$ cat src/pmc_regs.svh
/*
 Constants for the power-mode controller: register addresses, bit positions, reset values.
 Assumes inclusion by pmc_pkg.sv and the design modules only.
*/
`ifndef PMC_REGS_SVH
`define PMC_REGS_SVH

// =====================================================================
// Register addresses (special-function space)
`define PMC_ADDR_FLASH_SCALE   8'hB6
`define PMC_ADDR_POWER_CTRL    8'h87
`define PMC_ADDR_WAKE_CONFIG   8'hB5

// =====================================================================
// Field positions
`define PMC_POWER_CONTROL_REG_IDLE_BIT      0
`define PMC_POWER_CONTROL_REG_STOP_BIT      1
`define PMC_WCFG_SUSPEND_BIT   6
`define PMC_WCFG_SLEEP_BIT     7
`define PMC_FSCL_BYPASS_BIT    6
`define PMC_WCFG_TOUCH_BIT     0
`define PMC_WCFG_RTC_BIT       1
`define PMC_WCFG_PORT_BIT      2
`define PMC_WCFG_CMP0_BIT      3

// =====================================================================
// Reset values and masks
`define PMC_FSCL_RESET         8'h00
`define PMC_POWER_CONTROL_REG_RESET         8'h00
`define PMC_WCFG_RESET         8'h00
`define PMC_WCFG_SRC_MASK      8'h3F
`define PMC_ZERO8              8'h00
`define PMC_RESET_VECTOR       16'h0000

`endif

$ cat src/pmc_pkg.sv
/*
 Types shared by the power-mode controller files.
 Assumes pmc_regs.svh is on the include path.
*/
`include "pmc_regs.svh"

package pmc_pkg;

  // =====================================================================
  // Power modes
  typedef enum logic [2:0] {
    PMC_NORMAL,
    PMC_IDLE,
    PMC_STOP,
    PMC_SUSPEND,
    PMC_SLEEP
  } pmc_mode_t;

endpackage : pmc_pkg

$ cat src/pmc_flash_timing.sv
/*
 Flash read-timing scale register: only the one-shot bypass bit is stored.
 Assumes an SFR write strobe synchronous to REF_CLK.
*/
`timescale 1ns/1ps
`include "pmc_regs.svh"

module pmc_flash_timing (
  input  wire logic       clk,
  input  wire logic       rst,
  input  wire logic       wr_en,
  input  wire logic [7:0] wr_data,
  output logic      [7:0] rd_data,
  output logic            one_shot_en
);

  logic bypass_reg;
  logic bypass_next;

  always_comb begin
    bypass_next = bypass_reg;
    // Takes effect on the write edge, no filler instruction needed
    if (wr_en) begin
      bypass_next = wr_data[`PMC_FSCL_BYPASS_BIT];
    end
  end

  always_ff @(posedge clk) begin
    if (rst) begin
      bypass_reg <= 1'(`PMC_FSCL_RESET >> `PMC_FSCL_BYPASS_BIT);
    end else begin
      bypass_reg <= bypass_next;
    end
  end

  // Reserved bits read zero
  always_comb begin
    rd_data                       = `PMC_ZERO8;
    rd_data[`PMC_FSCL_BYPASS_BIT] = bypass_reg;
  end

  // Zero selects the one-shot, one selects the system clock
  assign one_shot_en = ~bypass_reg;

endmodule : pmc_flash_timing

$ cat src/pmc_power_ctrl.sv
/*
 Power-mode controller: power control, wake configuration and flash scale registers,
 mode state machine, processor halt/resume and clock/supply gating outputs.
 Assumes the core issues SFR reads/writes synchronous to REF_CLK, writes land at the end
 of the writing instruction, and the interrupt/reset logic feeds wake and reset requests.
*/
// Functional notes
// - five modes: normal, idle, stop, suspend, sleep
// - idle select halts core after instruction
// - idle keeps registers and memory unchanged
// - peripherals keep running in idle
// - idle ends on enabled interrupt or reset
// - interrupt wake clears idle bit, core resumes
// - interrupt serviced, then next instruction resumes
// - reset wake runs reset sequence from zero
// - enabled watchdog reset ends idle
// - stop disables precision oscillator, reset wakes
// - suspend gates clock, listed sources wake
// - sleep gates core supply, listed sources wake
// - bypass bit picks one-shot or clock timing
// - bypass clear needs no filler instruction
// - stop select enters stop after instruction
// - suspend select gates clock, oscillators off
// - sleep select drops regulator, RAM on supply
`timescale 1ns/1ps
`include "pmc_regs.svh"

module pmc_power_ctrl (
  input  wire logic              REF_CLK,
  input  wire logic              RST,
  input  wire logic              SFR_WR,
  input  wire logic              SFR_RD,
  input  wire logic [7:0]        SFR_ADDR,
  input  wire logic [7:0]        SFR_WDATA,
  output logic      [7:0]        SFR_RDATA,
  input  wire logic              INSTR_DONE,
  input  wire logic              ENABLED_IRQ,
  input  wire logic              ANY_RESET,
  input  wire logic              WATCHDOG_RESET,
  input  wire logic              WAKE_TOUCH,
  input  wire logic              WAKE_RTC,
  input  wire logic              WAKE_PORT_MATCH,
  input  wire logic              WAKE_CMP0,
  input  wire logic              WAKE_RST_PIN,
  output pmc_pkg::pmc_mode_t     MODE,
  output logic                   CORE_HALT,
  output logic                   CORE_RESET_SEQ,
  output logic      [15:0]       RESET_VECTOR,
  output logic                   PRECISION_OSC_EN,
  output logic                   INTERNAL_OSC_EN,
  output logic                   SYSCLK_EN,
  output logic                   CORE_SUPPLY_EN,
  output logic                   RAM_ON_MAIN_SUPPLY,
  output logic                   PERIPH_CLK_EN,
  output logic                   FLASH_ONE_SHOT_EN
);
  import pmc_pkg::*;

  // =====================================================================
  // Address decode
  function automatic logic hit(input logic [7:0] a, input logic [7:0] target);
    hit = (a == target);
  endfunction : hit

  logic wr_power_control_reg;
  logic wr_wcfg;
  logic wr_fscl;
  logic [7:0] fscl_rdata;

  assign wr_power_control_reg = SFR_WR && hit(SFR_ADDR, `PMC_ADDR_POWER_CTRL);
  assign wr_wcfg = SFR_WR && hit(SFR_ADDR, `PMC_ADDR_WAKE_CONFIG);
  assign wr_fscl = SFR_WR && hit(SFR_ADDR, `PMC_ADDR_FLASH_SCALE);

  // =====================================================================
  // Flash read timing
  pmc_flash_timing u_flash_timing (
    .clk         (REF_CLK),
    .rst         (RST),
    .wr_en       (wr_fscl),
    .wr_data     (SFR_WDATA),
    .rd_data     (fscl_rdata),
    .one_shot_en (FLASH_ONE_SHOT_EN)
  );

  // =====================================================================
  // Mode state and select bits
  pmc_mode_t  mode_reg;
  pmc_mode_t  mode_next;
  logic [7:0] power_control_reg_reg;
  logic [7:0] power_control_reg_next;
  logic [7:0] wcfg_reg;
  logic [7:0] wcfg_next;
  logic       pend_idle_reg;
  logic       pend_idle_next;
  logic       pend_stop_reg;
  logic       pend_stop_next;
  logic       reset_seq_reg;
  logic       reset_seq_next;
  logic       any_reset;
  logic       wake_suspend;
  logic       wake_sleep;

  // Watchdog reset is one more reset source
  assign any_reset = ANY_RESET | WATCHDOG_RESET;

  // Sources other than the reset pin are gated by their enables in the wake configuration
  assign wake_suspend = (WAKE_TOUCH      & wcfg_reg[`PMC_WCFG_TOUCH_BIT]) |
                        (WAKE_RTC        & wcfg_reg[`PMC_WCFG_RTC_BIT]) |
                        (WAKE_PORT_MATCH & wcfg_reg[`PMC_WCFG_PORT_BIT]) |
                        (WAKE_CMP0       & wcfg_reg[`PMC_WCFG_CMP0_BIT]) |
                        WAKE_RST_PIN;
  assign wake_sleep   = (WAKE_RTC        & wcfg_reg[`PMC_WCFG_RTC_BIT]) |
                        (WAKE_PORT_MATCH & wcfg_reg[`PMC_WCFG_PORT_BIT]) |
                        (WAKE_CMP0       & wcfg_reg[`PMC_WCFG_CMP0_BIT]) |
                        WAKE_RST_PIN;

  always_comb begin
    mode_next      = mode_reg;
    power_control_reg_next      = power_control_reg_reg;
    wcfg_next      = wcfg_reg;
    pend_idle_next = pend_idle_reg;
    pend_stop_next = pend_stop_reg;
    reset_seq_next = 1'b0;
    if (wr_power_control_reg) begin
      power_control_reg_next      = SFR_WDATA;
      pend_idle_next = SFR_WDATA[`PMC_POWER_CONTROL_REG_IDLE_BIT];
      pend_stop_next = SFR_WDATA[`PMC_POWER_CONTROL_REG_STOP_BIT];
    end
    if (wr_wcfg) begin
      wcfg_next = SFR_WDATA;
    end
    unique case (mode_reg)
      PMC_NORMAL: begin
        // Idle/stop entry waits for the setting instruction to retire; suspend/sleep enter on the write
        if (INSTR_DONE && pend_stop_reg) begin
          mode_next      = PMC_STOP;
          pend_stop_next = 1'b0;
          pend_idle_next = 1'b0;
        end else if (INSTR_DONE && pend_idle_reg) begin
          mode_next      = PMC_IDLE;
          pend_idle_next = 1'b0;
        end else if (wr_wcfg && SFR_WDATA[`PMC_WCFG_SLEEP_BIT]) begin
          mode_next = PMC_SLEEP;
        end else if (wr_wcfg && SFR_WDATA[`PMC_WCFG_SUSPEND_BIT]) begin
          mode_next = PMC_SUSPEND;
        end
      end
      PMC_IDLE: begin
        // Only an enabled interrupt or a reset ends idle
        if (any_reset) begin
          mode_next = PMC_NORMAL;
        end else if (ENABLED_IRQ) begin
          mode_next = PMC_NORMAL;
          power_control_reg_next[`PMC_POWER_CONTROL_REG_IDLE_BIT] = 1'b0;
        end
      end
      PMC_STOP: begin
        if (any_reset) begin
          mode_next = PMC_NORMAL;
        end
      end
      PMC_SUSPEND: begin
        if (any_reset || wake_suspend) begin
          mode_next = PMC_NORMAL;
          wcfg_next = wcfg_reg & `PMC_WCFG_SRC_MASK;
        end
      end
      PMC_SLEEP: begin
        if (any_reset || wake_sleep) begin
          mode_next = PMC_NORMAL;
          wcfg_next = wcfg_reg & `PMC_WCFG_SRC_MASK;
        end
      end
      default: begin
        mode_next = PMC_NORMAL;
      end
    endcase
    // Reset from any mode restarts at the reset vector
    if (any_reset) begin
      mode_next      = PMC_NORMAL;
      power_control_reg_next      = `PMC_POWER_CONTROL_REG_RESET;
      wcfg_next      = `PMC_WCFG_RESET;
      pend_idle_next = 1'b0;
      pend_stop_next = 1'b0;
      reset_seq_next = 1'b1;
    end
  end

  always_ff @(posedge REF_CLK) begin
    if (RST) begin
      mode_reg      <= PMC_NORMAL;
      power_control_reg_reg      <= `PMC_POWER_CONTROL_REG_RESET;
      wcfg_reg      <= `PMC_WCFG_RESET;
      pend_idle_reg <= 1'b0;
      pend_stop_reg <= 1'b0;
      reset_seq_reg <= 1'b0;
    end else begin
      mode_reg      <= mode_next;
      power_control_reg_reg      <= power_control_reg_next;
      wcfg_reg      <= wcfg_next;
      pend_idle_reg <= pend_idle_next;
      pend_stop_reg <= pend_stop_next;
      reset_seq_reg <= reset_seq_next;
    end
  end

  // =====================================================================
  // Outputs; one encoded mode register keeps modes exclusive
  assign MODE           = mode_reg;
  // Halt freezes the core only; state and memory are untouched
  assign CORE_HALT      = (mode_reg != PMC_NORMAL);
  assign CORE_RESET_SEQ = reset_seq_reg;
  assign RESET_VECTOR   = `PMC_RESET_VECTOR;
  // Peripheral clock survives idle
  assign PERIPH_CLK_EN  = (mode_reg == PMC_NORMAL) || (mode_reg == PMC_IDLE);
  assign PRECISION_OSC_EN   = (mode_reg == PMC_NORMAL) || (mode_reg == PMC_IDLE);
  assign INTERNAL_OSC_EN    = (mode_reg != PMC_SUSPEND) && (mode_reg != PMC_SLEEP);
  assign SYSCLK_EN          = (mode_reg != PMC_SUSPEND) && (mode_reg != PMC_SLEEP);
  assign CORE_SUPPLY_EN     = (mode_reg != PMC_SLEEP);
  assign RAM_ON_MAIN_SUPPLY = (mode_reg == PMC_SLEEP);

  // =====================================================================
  // Read data, registered
  logic [7:0] rdata_reg;
  logic [7:0] rdata_next;

  always_comb begin
    rdata_next = `PMC_ZERO8;
    if (SFR_RD) begin
      if (hit(SFR_ADDR, `PMC_ADDR_FLASH_SCALE)) begin
        rdata_next = fscl_rdata;
      end else if (hit(SFR_ADDR, `PMC_ADDR_POWER_CTRL)) begin
        rdata_next = power_control_reg_reg;
      end else if (hit(SFR_ADDR, `PMC_ADDR_WAKE_CONFIG)) begin
        rdata_next = wcfg_reg;
      end
    end
  end

  always_ff @(posedge REF_CLK) begin
    if (RST) begin
      rdata_reg <= `PMC_ZERO8;
    end else begin
      rdata_reg <= rdata_next;
    end
  end

  assign SFR_RDATA = rdata_reg;

endmodule : pmc_power_ctrl

$ cat config.mk
export PLATFORM = sky130hd
export DESIGN_NAME = pmc_power_ctrl
export DESIGN_NICKNAME = d
export VERILOG_FILES = /design/src/pmc_pkg.sv /design/src/pmc_flash_timing.sv /design/src/pmc_power_ctrl.sv
export VERILOG_INCLUDE_DIRS = /design/src
export SDC_FILE = /design/constraint.sdc
export NUM_CORES = 1
export LEC_CHECK = 0
export BUFFER_PORTS_ARGS = -buffer_cell sky130_fd_sc_hd__buf_2
export CAP_MARGIN = 15
export CORE_UTILIZATION = 40
export CTS_BUF_LIST = sky130_fd_sc_hd__clkbuf_16
export CTS_CLUSTER_SIZE = 30
export DETAILED_ROUTE_END_ITERATION = 16
export GPL_TIMING_DRIVEN = 0
export PLACE_DENSITY = 0.68
export SKIP_CTS_REPAIR_TIMING = 1
export SYNTH_ARGS = -nofsm -noshare
export SYNTH_HDL_FRONTEND = slang
export SYNTH_SLANG_ARGS = --single-unit
export TNS_END_PERCENT = 20
$ cat constraint.sdc
create_clock -name REF_CLK -period 2.3 [get_ports REF_CLK]
set_clock_uncertainty 0.2 [all_clocks]
set_input_delay 0.115 -clock REF_CLK [delete_from_list [all_inputs] [get_ports REF_CLK]]
set_output_delay 0.115 -clock REF_CLK [all_outputs]
set_load 0.005 [all_outputs]
==> reports/metrics.csv, run 1 <==
metric,value,unit
# DRC,0,
synth warn,0,
CTS Sinks,31,
die area,0.004196,mm2
antenna-violating nets left,0,
worst-skew pair later-pin latency,0.28,ns
total core area,0.003716,mm2
Ant. Diodes,0,
Worst Path Required,2.31,ns
DR iter-0 viols,86,
Pre-antenna DRT Iters,4,
most frequent cell after synthesis,nand2_1,
Final Hold Vio Count,0,
max_slew headroom,34.59,%
multi-input logic area,834.6,um2
fmax,484.6,MHz
Sw Ratio,21.72,%
met2 usage,28.78,%
Final Wtd Congestion,0.7720,
fraction of registers with async set or reset after synthesis,0,%
Fillers,365,
Clock Root Buffer,clkbuf_16,
first-pass GRT wire length,5.940,mm
synth top area cells,"dfxtp_1 39%, buf_4 8.6%, nand2_1 8.3%",
Max Fanout on Critical Path,10,
Internal Power,987.1,uW
worst min-delay path category,in -> reg,
GRT busiest layer,met2,
part of the power in registers,42.8,%
Syn Area/Cell,8.341,um2
setup TNS,0,ns
CTS tree,done,
Layout Nets,299,
crit start category,input pin,
vias per cell,4.877,
Worst VDD drop,0.2886,mV
PwrDens,579.2,mW/mm2
Final Slew Violations,0,
Routed WL per cell,12.07,um
initial antenna violation count,0,
Vias,1551,
GRT met1 Usage,24.70,%
Setup CP Type,in -> reg,
CTS H-tree lvls,2,
Max Cap Viol,0,
Gate power share,8.7,%
Initial Util,42.42,%
M3 GR Usage,4.577,%
RSZ-0062 raised after global routing,false,
sw power,273.8,uW
clock network fraction of total power,48.5,%
Overflow after GRT,0,
top-level I/O count,65,
hpwl dp,2.764,mm
vias in the first global route,1303,
Cells after Synth,189,
share of post-route cells with drive strength above 1,30.00,%
mapped cell area,0.001577,mm2
maximum buffer depth of the clock tree,2,
die width,64.78,um
CTS Buf Count,5,
fin crit period,2.064,ns
Worst-path clk slew,0.05,ns
synthesis-stage register bit count,31,
Final setup violation count,0,
Seq. cell area,620.6,um2
FP Rows,22,
status,completed,
CP endpoint kind,flop,
worst slew pin tran,0.9737,ns
Post-synth top cells,"35 x nand2_1, 31 x dfxtp_1, 18 x buf_4",
LEAKAGE,0.9249,nW
Critical Path AT,2.08,ns
total chip power,1.261,mW
"Top FF cell, synth",dfxtp_1,
largest net degree at the start of global routing,11,
count of input and output buffers,48,
"Seq/Total Area, Yosys",39.37,%
"area leader, netlist",dfxtp_1,
Die Span Y,64.78,um
number of synthesized flops with an enable pin,0,
top cell type's share of synthesized area,39.37,%
area grow syn2layout,38.10,%
Final period util,89.73,%
Synth cell types,42,
Global Route Usage Sum,19.11,%
WL final,3.838,mm
logic make-up after synthesis:
| kind of cell | Yosys count | synth area share (%) |
|---|---|---|
| buffers and inverters | 29 | 11.27 |
| muxes | 9 | 5.715 |
| DFF | 31 | 39.37 |
| and+or+nand+nor | 82 | 26.43 |
| AOI/OAI and AO/OA | 37 | 16.98 |
| other | 1 | 0.2379 |
path summary, 6_finish.rpt:
| path | depth (start not counted) | slack [ns] | start | endpoint |
|---|---|---|---|---|
| max | 6 | 0.24 | RST | pend_stop_reg$_SDFF_PP0_ |
| min | 3 | 0.01 | INSTR_DONE | pend_idle_reg$_SDFF_PP0_ |
| max reg2reg | 4 | 0.40 | wcfg_reg[3]$_SDFFE_PP0P_ | wcfg_reg[3]$_SDFFE_PP0P_ |
| min reg2reg | 2 | 0.26 | power_control_reg_reg[6]$_SDFFE_PP0P_ | SFR_RDATA[6]$_SDFF_PP0_ |
worst max-delay path, cell delays in order:
cell and delay, ns:
dlygate4sd3_1 0.53, buf_2 0.15, nor3_2 0.51, clkbuf_1 0.44, o21ai_0 0.20, a21oi_1 0.14
per-layer routing:
layer | routed length (um) | share of wire (%)
met5 | 0 | 0
met4 | 65 | 1.7
met2 | 1704 | 44
met3 | 269 | 7.0
met1 | 1798 | 47
power by group through the flow:
stage          Sequential [mW]  Combinational (mW)  Clock (mW)
3_5_place_dp             0.550              0.0944           0
2_1_floorplan            0.551              0.0513           0
3_3_place_gp             0.550              0.0939           0
6_report                 0.540               0.110       0.611
4_1_cts                  0.539              0.0948       0.623
5_1_grt                  0.539               0.121       0.637
through the flow:
stage	worst slack, ns	area, um2	hold WS (ns)	instances	util (%)
after floorplan	0.5684	1633	-0.01262	204	-
after global placement	0.2067	1933	0.1594	300	52.02
after detailed placement	0.2112	1933	0.1660	300	52.02
after CTS	0.3967	2067	-0.1276	307	55.62
after global routing	0.1054	2177	0.04717	318	58.59
final	0.2363	2177	0.01056	318	58.59
cells in the final DEF (no fill, tap or decap), types with 2 or more instances in the layout:
cell / count
buf_2: 49
nand2_1: 35
dfxtp_1: 31
buf_4: 18
conb_1: 16
nor2_1: 14
nand3_1: 11
dlygate4sd3_1: 11
a21oi_1: 10
mux2i_1: 9
a22oi_1: 7
clkbuf_1: 6
clkbuf_16: 5
inv_1: 4
nor3_1: 4
a21o_1: 3
nor4bb_1: 2
nand2b_1: 2
and2_1: 2
o31a_1: 2
o21ai_0: 2
a21boi_0: 2
a31o_2: 2
area by class of cell:
type                            instances  area share [%]
Sequential cell                        31           28.51
Inverter                                4          0.6897
Timing Repair Buffer                   59           16.09
Clock inverter                          2          0.4023
Buffer                                 25           7.471
Multi-Input combinational cell        144           38.33
Tap cell                               48           2.759
Clock buffer                            5           5.747
(Power assumes the default switching activity.)
==> run 2, diff against run 1 <==
--- a/config.mk
+++ b/config.mk
@@ -10,12 +10,12 @@
 export CAP_MARGIN = 15
 export CORE_UTILIZATION = 40
 export CTS_BUF_LIST = sky130_fd_sc_hd__clkbuf_16
-export CTS_CLUSTER_SIZE = 30
 export DETAILED_ROUTE_END_ITERATION = 16
 export GPL_TIMING_DRIVEN = 0
 export PLACE_DENSITY = 0.68
 export SKIP_CTS_REPAIR_TIMING = 1
 export SYNTH_ARGS = -nofsm -noshare
 export SYNTH_HDL_FRONTEND = slang
+export SYNTH_HIERARCHICAL = 1
 export SYNTH_SLANG_ARGS = --single-unit
 export TNS_END_PERCENT = 20
==> reports/metrics.csv, run 2 <==
metric,value,unit
status,completed,
worst-skew pair later-pin latency,0.28,ns
Final setup violation count,0,
area grow syn2layout,37.22,%
Overflow after GRT,0,
most frequent cell after synthesis,nand2_1,
worst min-delay path category,in -> reg,
Inst Count DP,315,
top cell type's share of synthesized area,37.52,%
LEAKAGE,0.9715,nW
Die Span Y,66.31,um
Clock Root Buffer,clkbuf_16,
setup TNS,0,ns
Post-synth top cells,"33 x nand2_1, 31 x dfxtp_1, 26 x buf_4",
Routed WL per cell,12.38,um
Ant. Diodes,0,
part of the power in registers,42.6,%
"CP delay by family, top",buffers and inverters,
DR iter-0 viols,116,
top-level I/O count,65,
CTS tree,done,
"Seq/Total Area, Yosys",37.52,%
number of synthesized flops with an enable pin,0,
# DRC,0,
fmax,473.8,MHz
"area leader, netlist",dfxtp_1,
fin crit period,2.111,ns
Sw Ratio,21.69,%
max_slew headroom,30.00,%
Syn Area/Cell,8.439,um2
CP endpoint kind,flop,
first-pass GRT wire length,6.272,mm
Max Cap Viol,0,
worst slew pin tran,1.042,ns
largest stage delay on the critical path,0.55,ns
Final Slew Violations,0,
Worst-path clk slew,0.05,ns
Finished Layout Cells,332,
most frequent cells in the layout,"49 x buf_2, 33 x nand2_1, 31 x dfxtp_1",
Seq. cell area,620.6,um2
mapped cell area,0.001654,mm2
Critical Path AT,2.11,ns
crit start category,input pin,
Fillers,384,
Worst path slowest cell,nor3_2,
share of post-route cells with drive strength above 1,32.27,%
fraction of registers with async set or reset after synthesis,0,%
initial antenna violation count,0,
WL final,4.109,mm
Global Route Usage Sum,19.81,%
sw power,275.1,uW
Final Wtd Congestion,0.7612,
Final period util,91.77,%
Layout Nets,311,
vias per cell,4.922,
CTS H-tree lvls,2,
CTS Sinks,31,
synthesis-stage register bit count,31,
Pre-antenna DRT Iters,5,
RSZ-0062 raised after global routing,false,
Initial Util,41.65,%
Max Fanout on Critical Path,10,
total core area,0.003971,mm2
worst path bufs/invs,3,
total chip power,1.268,mW
PwrDens,558.8,mW/mm2
hpwl dp,2.951,mm
Worst VDD drop,0.4323,mV
die width,66.31,um
synth top area cells,"dfxtp_1 38%, buf_4 12%, nand2_1 7.5%",
largest net degree at the start of global routing,11,
count of input and output buffers,48,
Final Hold Vio Count,0,
"Top FF cell, synth",dfxtp_1,
Setup CP Type,in -> reg,
Cells after Synth,196,
CTS Buf Count,5,
clock network fraction of total power,48.0,%
Internal Power,993.2,uW
die area,0.004396,mm2
antenna-violating nets left,0,
"commonest non-fill, non-tap cell in the layout",buf_2,
synth warn,6,
multi-input logic area,874.6,um2
cells along the critical path,dlygate4sd3_1 -> buf_2 -> nor3_2 -> clkbuf_1 -> o21ai_0 -> a21oi_1,
Vias,1634,
FP Rows,23,
vias in the first global route,1378,
Gate power share,9.5,%
Synth cell types,46,
maximum buffer depth of the clock tree,2,
Worst Path Required,2.30,ns
[run 2: cell type report]
class | instances | area share (%)
multi-input combinational | 149 | 38.53
sequential | 31 | 27.34
timing repair buffer | 58 | 14.99
buffer | 33 | 9.813
clock buffer | 5 | 5.513
tap | 50 | 2.756
inverter | 4 | 0.6615
clock inverter | 2 | 0.3859
[run 2: worst paths after layout]
check,from,to,slack [ns],cells past startpoint
max,RST,pend_stop_reg$_SDFF_PP0_,0.19,6
min reg2reg,power_control_reg_reg[6]$_SDFFE_PP0P_,power_control_reg_reg[6]$_SDFFE_PP0P_,0.25,2
max reg2reg,wcfg_reg[3]$_SDFFE_PP0P_,wcfg_reg[3]$_SDFFE_PP0P_,0.38,4
min,INSTR_DONE,pend_idle_reg$_SDFF_PP0_,0.02,3
[run 2: cell families (layout without fill, tap and decap cells)]
family                 after synthesis  after routing  synth area share (%)
AND/OR/NAND/NOR                     82             82                 25.57
buffers and inverters               37            102                 14.37
AO/OA/AOI/OAI                       35             35                 16.64
flip-flops                          31             31                 37.52
multiplexers                         9              9                 5.447
other                                2             23                0.4540
[run 2: routing by layer]
| layer | wire length [um] | global-route usage [%] | vias up |
|---|---|---|---|
| met3 | 353 | 6.034 | 6 |
| met1 | 1803 | 23.65 | 734 |
| met5 | 0 | 0 | - |
| met2 | 1883 | 32.40 | 70 |
| li1 | - | - | 824 |
| met4 | 68 | 8.777 | 0 |
[run 2: power groups by stage]
stage	combinational, mW	sequential, mW	clock (mW)
global route	0.133	0.539	0.647
CTS	0.106	0.540	0.620
finish	0.120	0.540	0.608
global placement	0.104	0.550	0
detailed placement	0.105	0.551	0
floorplan	0.0610	0.551	0
[run 2: stage by stage]
step / utilization, % / hold slack [ns] / setup WS, ns / cell area [um2]
floorplan: - / -0.01262 / 0.5868 / 1733
global placement: 51.26 / 0.1454 / 0.4102 / 2036
detailed placement: 51.26 / 0.1552 / 0.4107 / 2036
CTS: 54.63 / -0.1362 / 0.3906 / 2170
global route: 57.15 / 0.04398 / 0.02504 / 2270
finish: 57.15 / 0.02466 / 0.1892 / 2270
[run 2: worst min-delay path, cell delays in order]
cell and delay [ns]:
buf_2 0.10, o21a_1 0.14, a221oi_1 0.08
==> run 3, diff against run 2 <==
--- a/config.mk
+++ b/config.mk
@@ -6,13 +6,13 @@
 export SDC_FILE = /design/constraint.sdc
 export NUM_CORES = 1
 export LEC_CHECK = 0
-export BUFFER_PORTS_ARGS = -buffer_cell sky130_fd_sc_hd__buf_2
 export CAP_MARGIN = 15
 export CORE_UTILIZATION = 40
 export CTS_BUF_LIST = sky130_fd_sc_hd__clkbuf_16
 export DETAILED_ROUTE_END_ITERATION = 16
+export DONT_BUFFER_PORTS = 1
 export GPL_TIMING_DRIVEN = 0
-export PLACE_DENSITY = 0.68
+export RECOVER_POWER = 25
 export SKIP_CTS_REPAIR_TIMING = 1
 export SYNTH_ARGS = -nofsm -noshare
 export SYNTH_HDL_FRONTEND = slang
==> reports/metrics.csv, run 3 (same netlist as run 2, synthesis figures left out) <==
metric,value,unit
# DRC,0,
status,completed,
DP Area,0.001795,mm2
Clock Root Buffer,clkbuf_16,
setup TNS,0,ns
CTS Buf Count,5,
Final Hold Vio Count,0,
initial antenna violation count,0,
Setup CP Type,in -> reg,
maximum buffer depth of the clock tree,2,
Pre-antenna DRT Iters,4,
met2 usage,26.28,%
DP Worst Slack,0.4266,ns
most frequent cell on the critical path,dlygate4sd3_1,
Ant. Diodes,0,
Layout Nets,273,
die width,66.31,um
total core area,0.003971,mm2
max_slew headroom,31.39,%
CTS H-tree lvls,2,
Fillers,386,
Worst Path Required,2.30,ns
DR iter-0 viols,80,
Gate power share,7.2,%
Max Cap Viol,0,
crit start category,input pin,
Global Route Usage Sum,17.64,%
fin crit period,2.046,ns
Die Span Y,66.31,um
FP Rows,23,
worst path bufs/invs,2,
GRT busiest layer,met2,
top-level I/O count,65,
Sw Ratio,19.80,%
Util after Layout,54.38,%
Finished Layout Cells,295,
clock network fraction of total power,53.5,%
sw power,271.5,uW
WHS Path Cells,3,
Vias,1491,
Worst VDD drop,0.2554,mV
Worst Hold End,MODE[1]$_SDFFE_PP0P_,
die area,0.004396,mm2
vias in the first global route,1152,
fmax,488.8,MHz
CTS Sinks,31,
GRT met1 Usage,22.49,%
Crit. path cell count,5,
crit path from,ANY_RESET,
WL final,3.975,mm
R2R setup slack,0.40,ns
Finished Cell Area,0.002160,mm2
Initial Util,41.65,%
M3 GR Usage,7.414,%
area grow syn2layout,30.56,%
first-pass GRT wire length,5.623,mm
reg-to-reg critical path startpoint,wcfg_reg[3]$_SDFFE_PP0P_,
antenna-violating nets left,0,
Worst path slowest cell,dlygate4sd3_1,
Max Fanout on Critical Path,10,
Final Slew Violations,0,
worst min-delay path category,in -> reg,
Final period util,88.95,%
count of input and output buffers,0,
setup slack after layout,0.2541,ns
part of the power in registers,39.3,%
CP endpoint kind,flop,
PwrDens,635.0,mW/mm2
Worst-path clk slew,0.05,ns
worst slew pin tran,1.021,ns
R2R Path End,wcfg_reg[1]$_SDFFE_PP0P_,
Final Wtd Congestion,0.7535,
CTS tree,done,
largest net degree at the start of global routing,11,
Routed WL per cell,13.47,um
largest stage delay on the critical path,0.58,ns
"CP delay by family, top",buffers and inverters,
reg2reg path depth,4,
share of post-route cells with drive strength above 1,17.96,%
Inst Count DP,267,
hold_ws,0.005491,ns
hold path start,SFR_WR,
hpwl dp,2.814,mm
"commonest non-fill, non-tap cell in the layout",nand2_1,
LEAKAGE,0.8201,nW
most frequent cells in the layout,"33 x nand2_1, 31 x dfxtp_1, 26 x buf_4",
Critical Path AT,2.05,ns
RSZ-0062 raised after global routing,false,
worst-skew pair later-pin latency,0.27,ns
Final setup violation count,0,
vias per cell,5.054,
total chip power,1.371,mW
Overflow after GRT,0,
cells along the critical path,dlygate4sd3_1 -> nor3_2 -> nand2_1 -> dlygate4sd3_1 -> mux2i_1,
Internal Power,1.100,mW
==> run 3: layout make-up <==
cell class	instances	area (um2)	area share, %
Multi-Input combinational cell	149	874.6	40.50
Sequential cell	31	620.6	28.74
Buffer	33	222.7	10.31
Timing Repair Buffer	20	200.2	9.270
Clock buffer	5	125.1	5.794
Tap cell	50	62.56	2.897
Clock inverter	3	38.79	1.796
Inverter	4	15.01	0.6952
==> run 3: how the worst max path moves through the flow <==
| stage | to | slack [ns] |
|---|---|---|
| finish | wcfg_reg[3]$_SDFFE_PP0P_ | 0.25 |
| global route | wcfg_reg[5]$_SDFFE_PP0P_ | 0.14 |
| CTS | wcfg_reg[5]$_SDFFE_PP0P_ | 0.41 |
| detailed placement | wcfg_reg[5]$_SDFFE_PP0P_ | 0.43 |
| global placement | wcfg_reg[5]$_SDFFE_PP0P_ | 0.42 |
| floorplan | wcfg_reg[0]$_SDFFE_PP0P_ | 0.59 |
==> run 3: metal layers <==
metal / share of wire (%) / routed length, um / vias up
met5: 0 / 0 / -
met3: 9.4 / 373 / 7
met4: 1.5 / 58 / 0
met1: 43 / 1710 / 666
met2: 46 / 1833 / 62
li1: - / - / 756
==> run 3: power groups by stage <==
stage               sequential [mW]  combinational, mW  clock (mW)
CTS                           0.539             0.0688       0.746
floorplan                     0.551             0.0610           0
global route                  0.539              0.107       0.774
detailed placement            0.551             0.0686           0
finish                        0.540             0.0985       0.733
global placement              0.551             0.0689           0
==> run 3: worst reg2reg max path: stages (launching register included) <==
cell	delay (ns)
dfxtp_1	0.32
a211o_1	0.31
o31a_1	0.36
nor3_4	0.41
mux2i_1	0.24
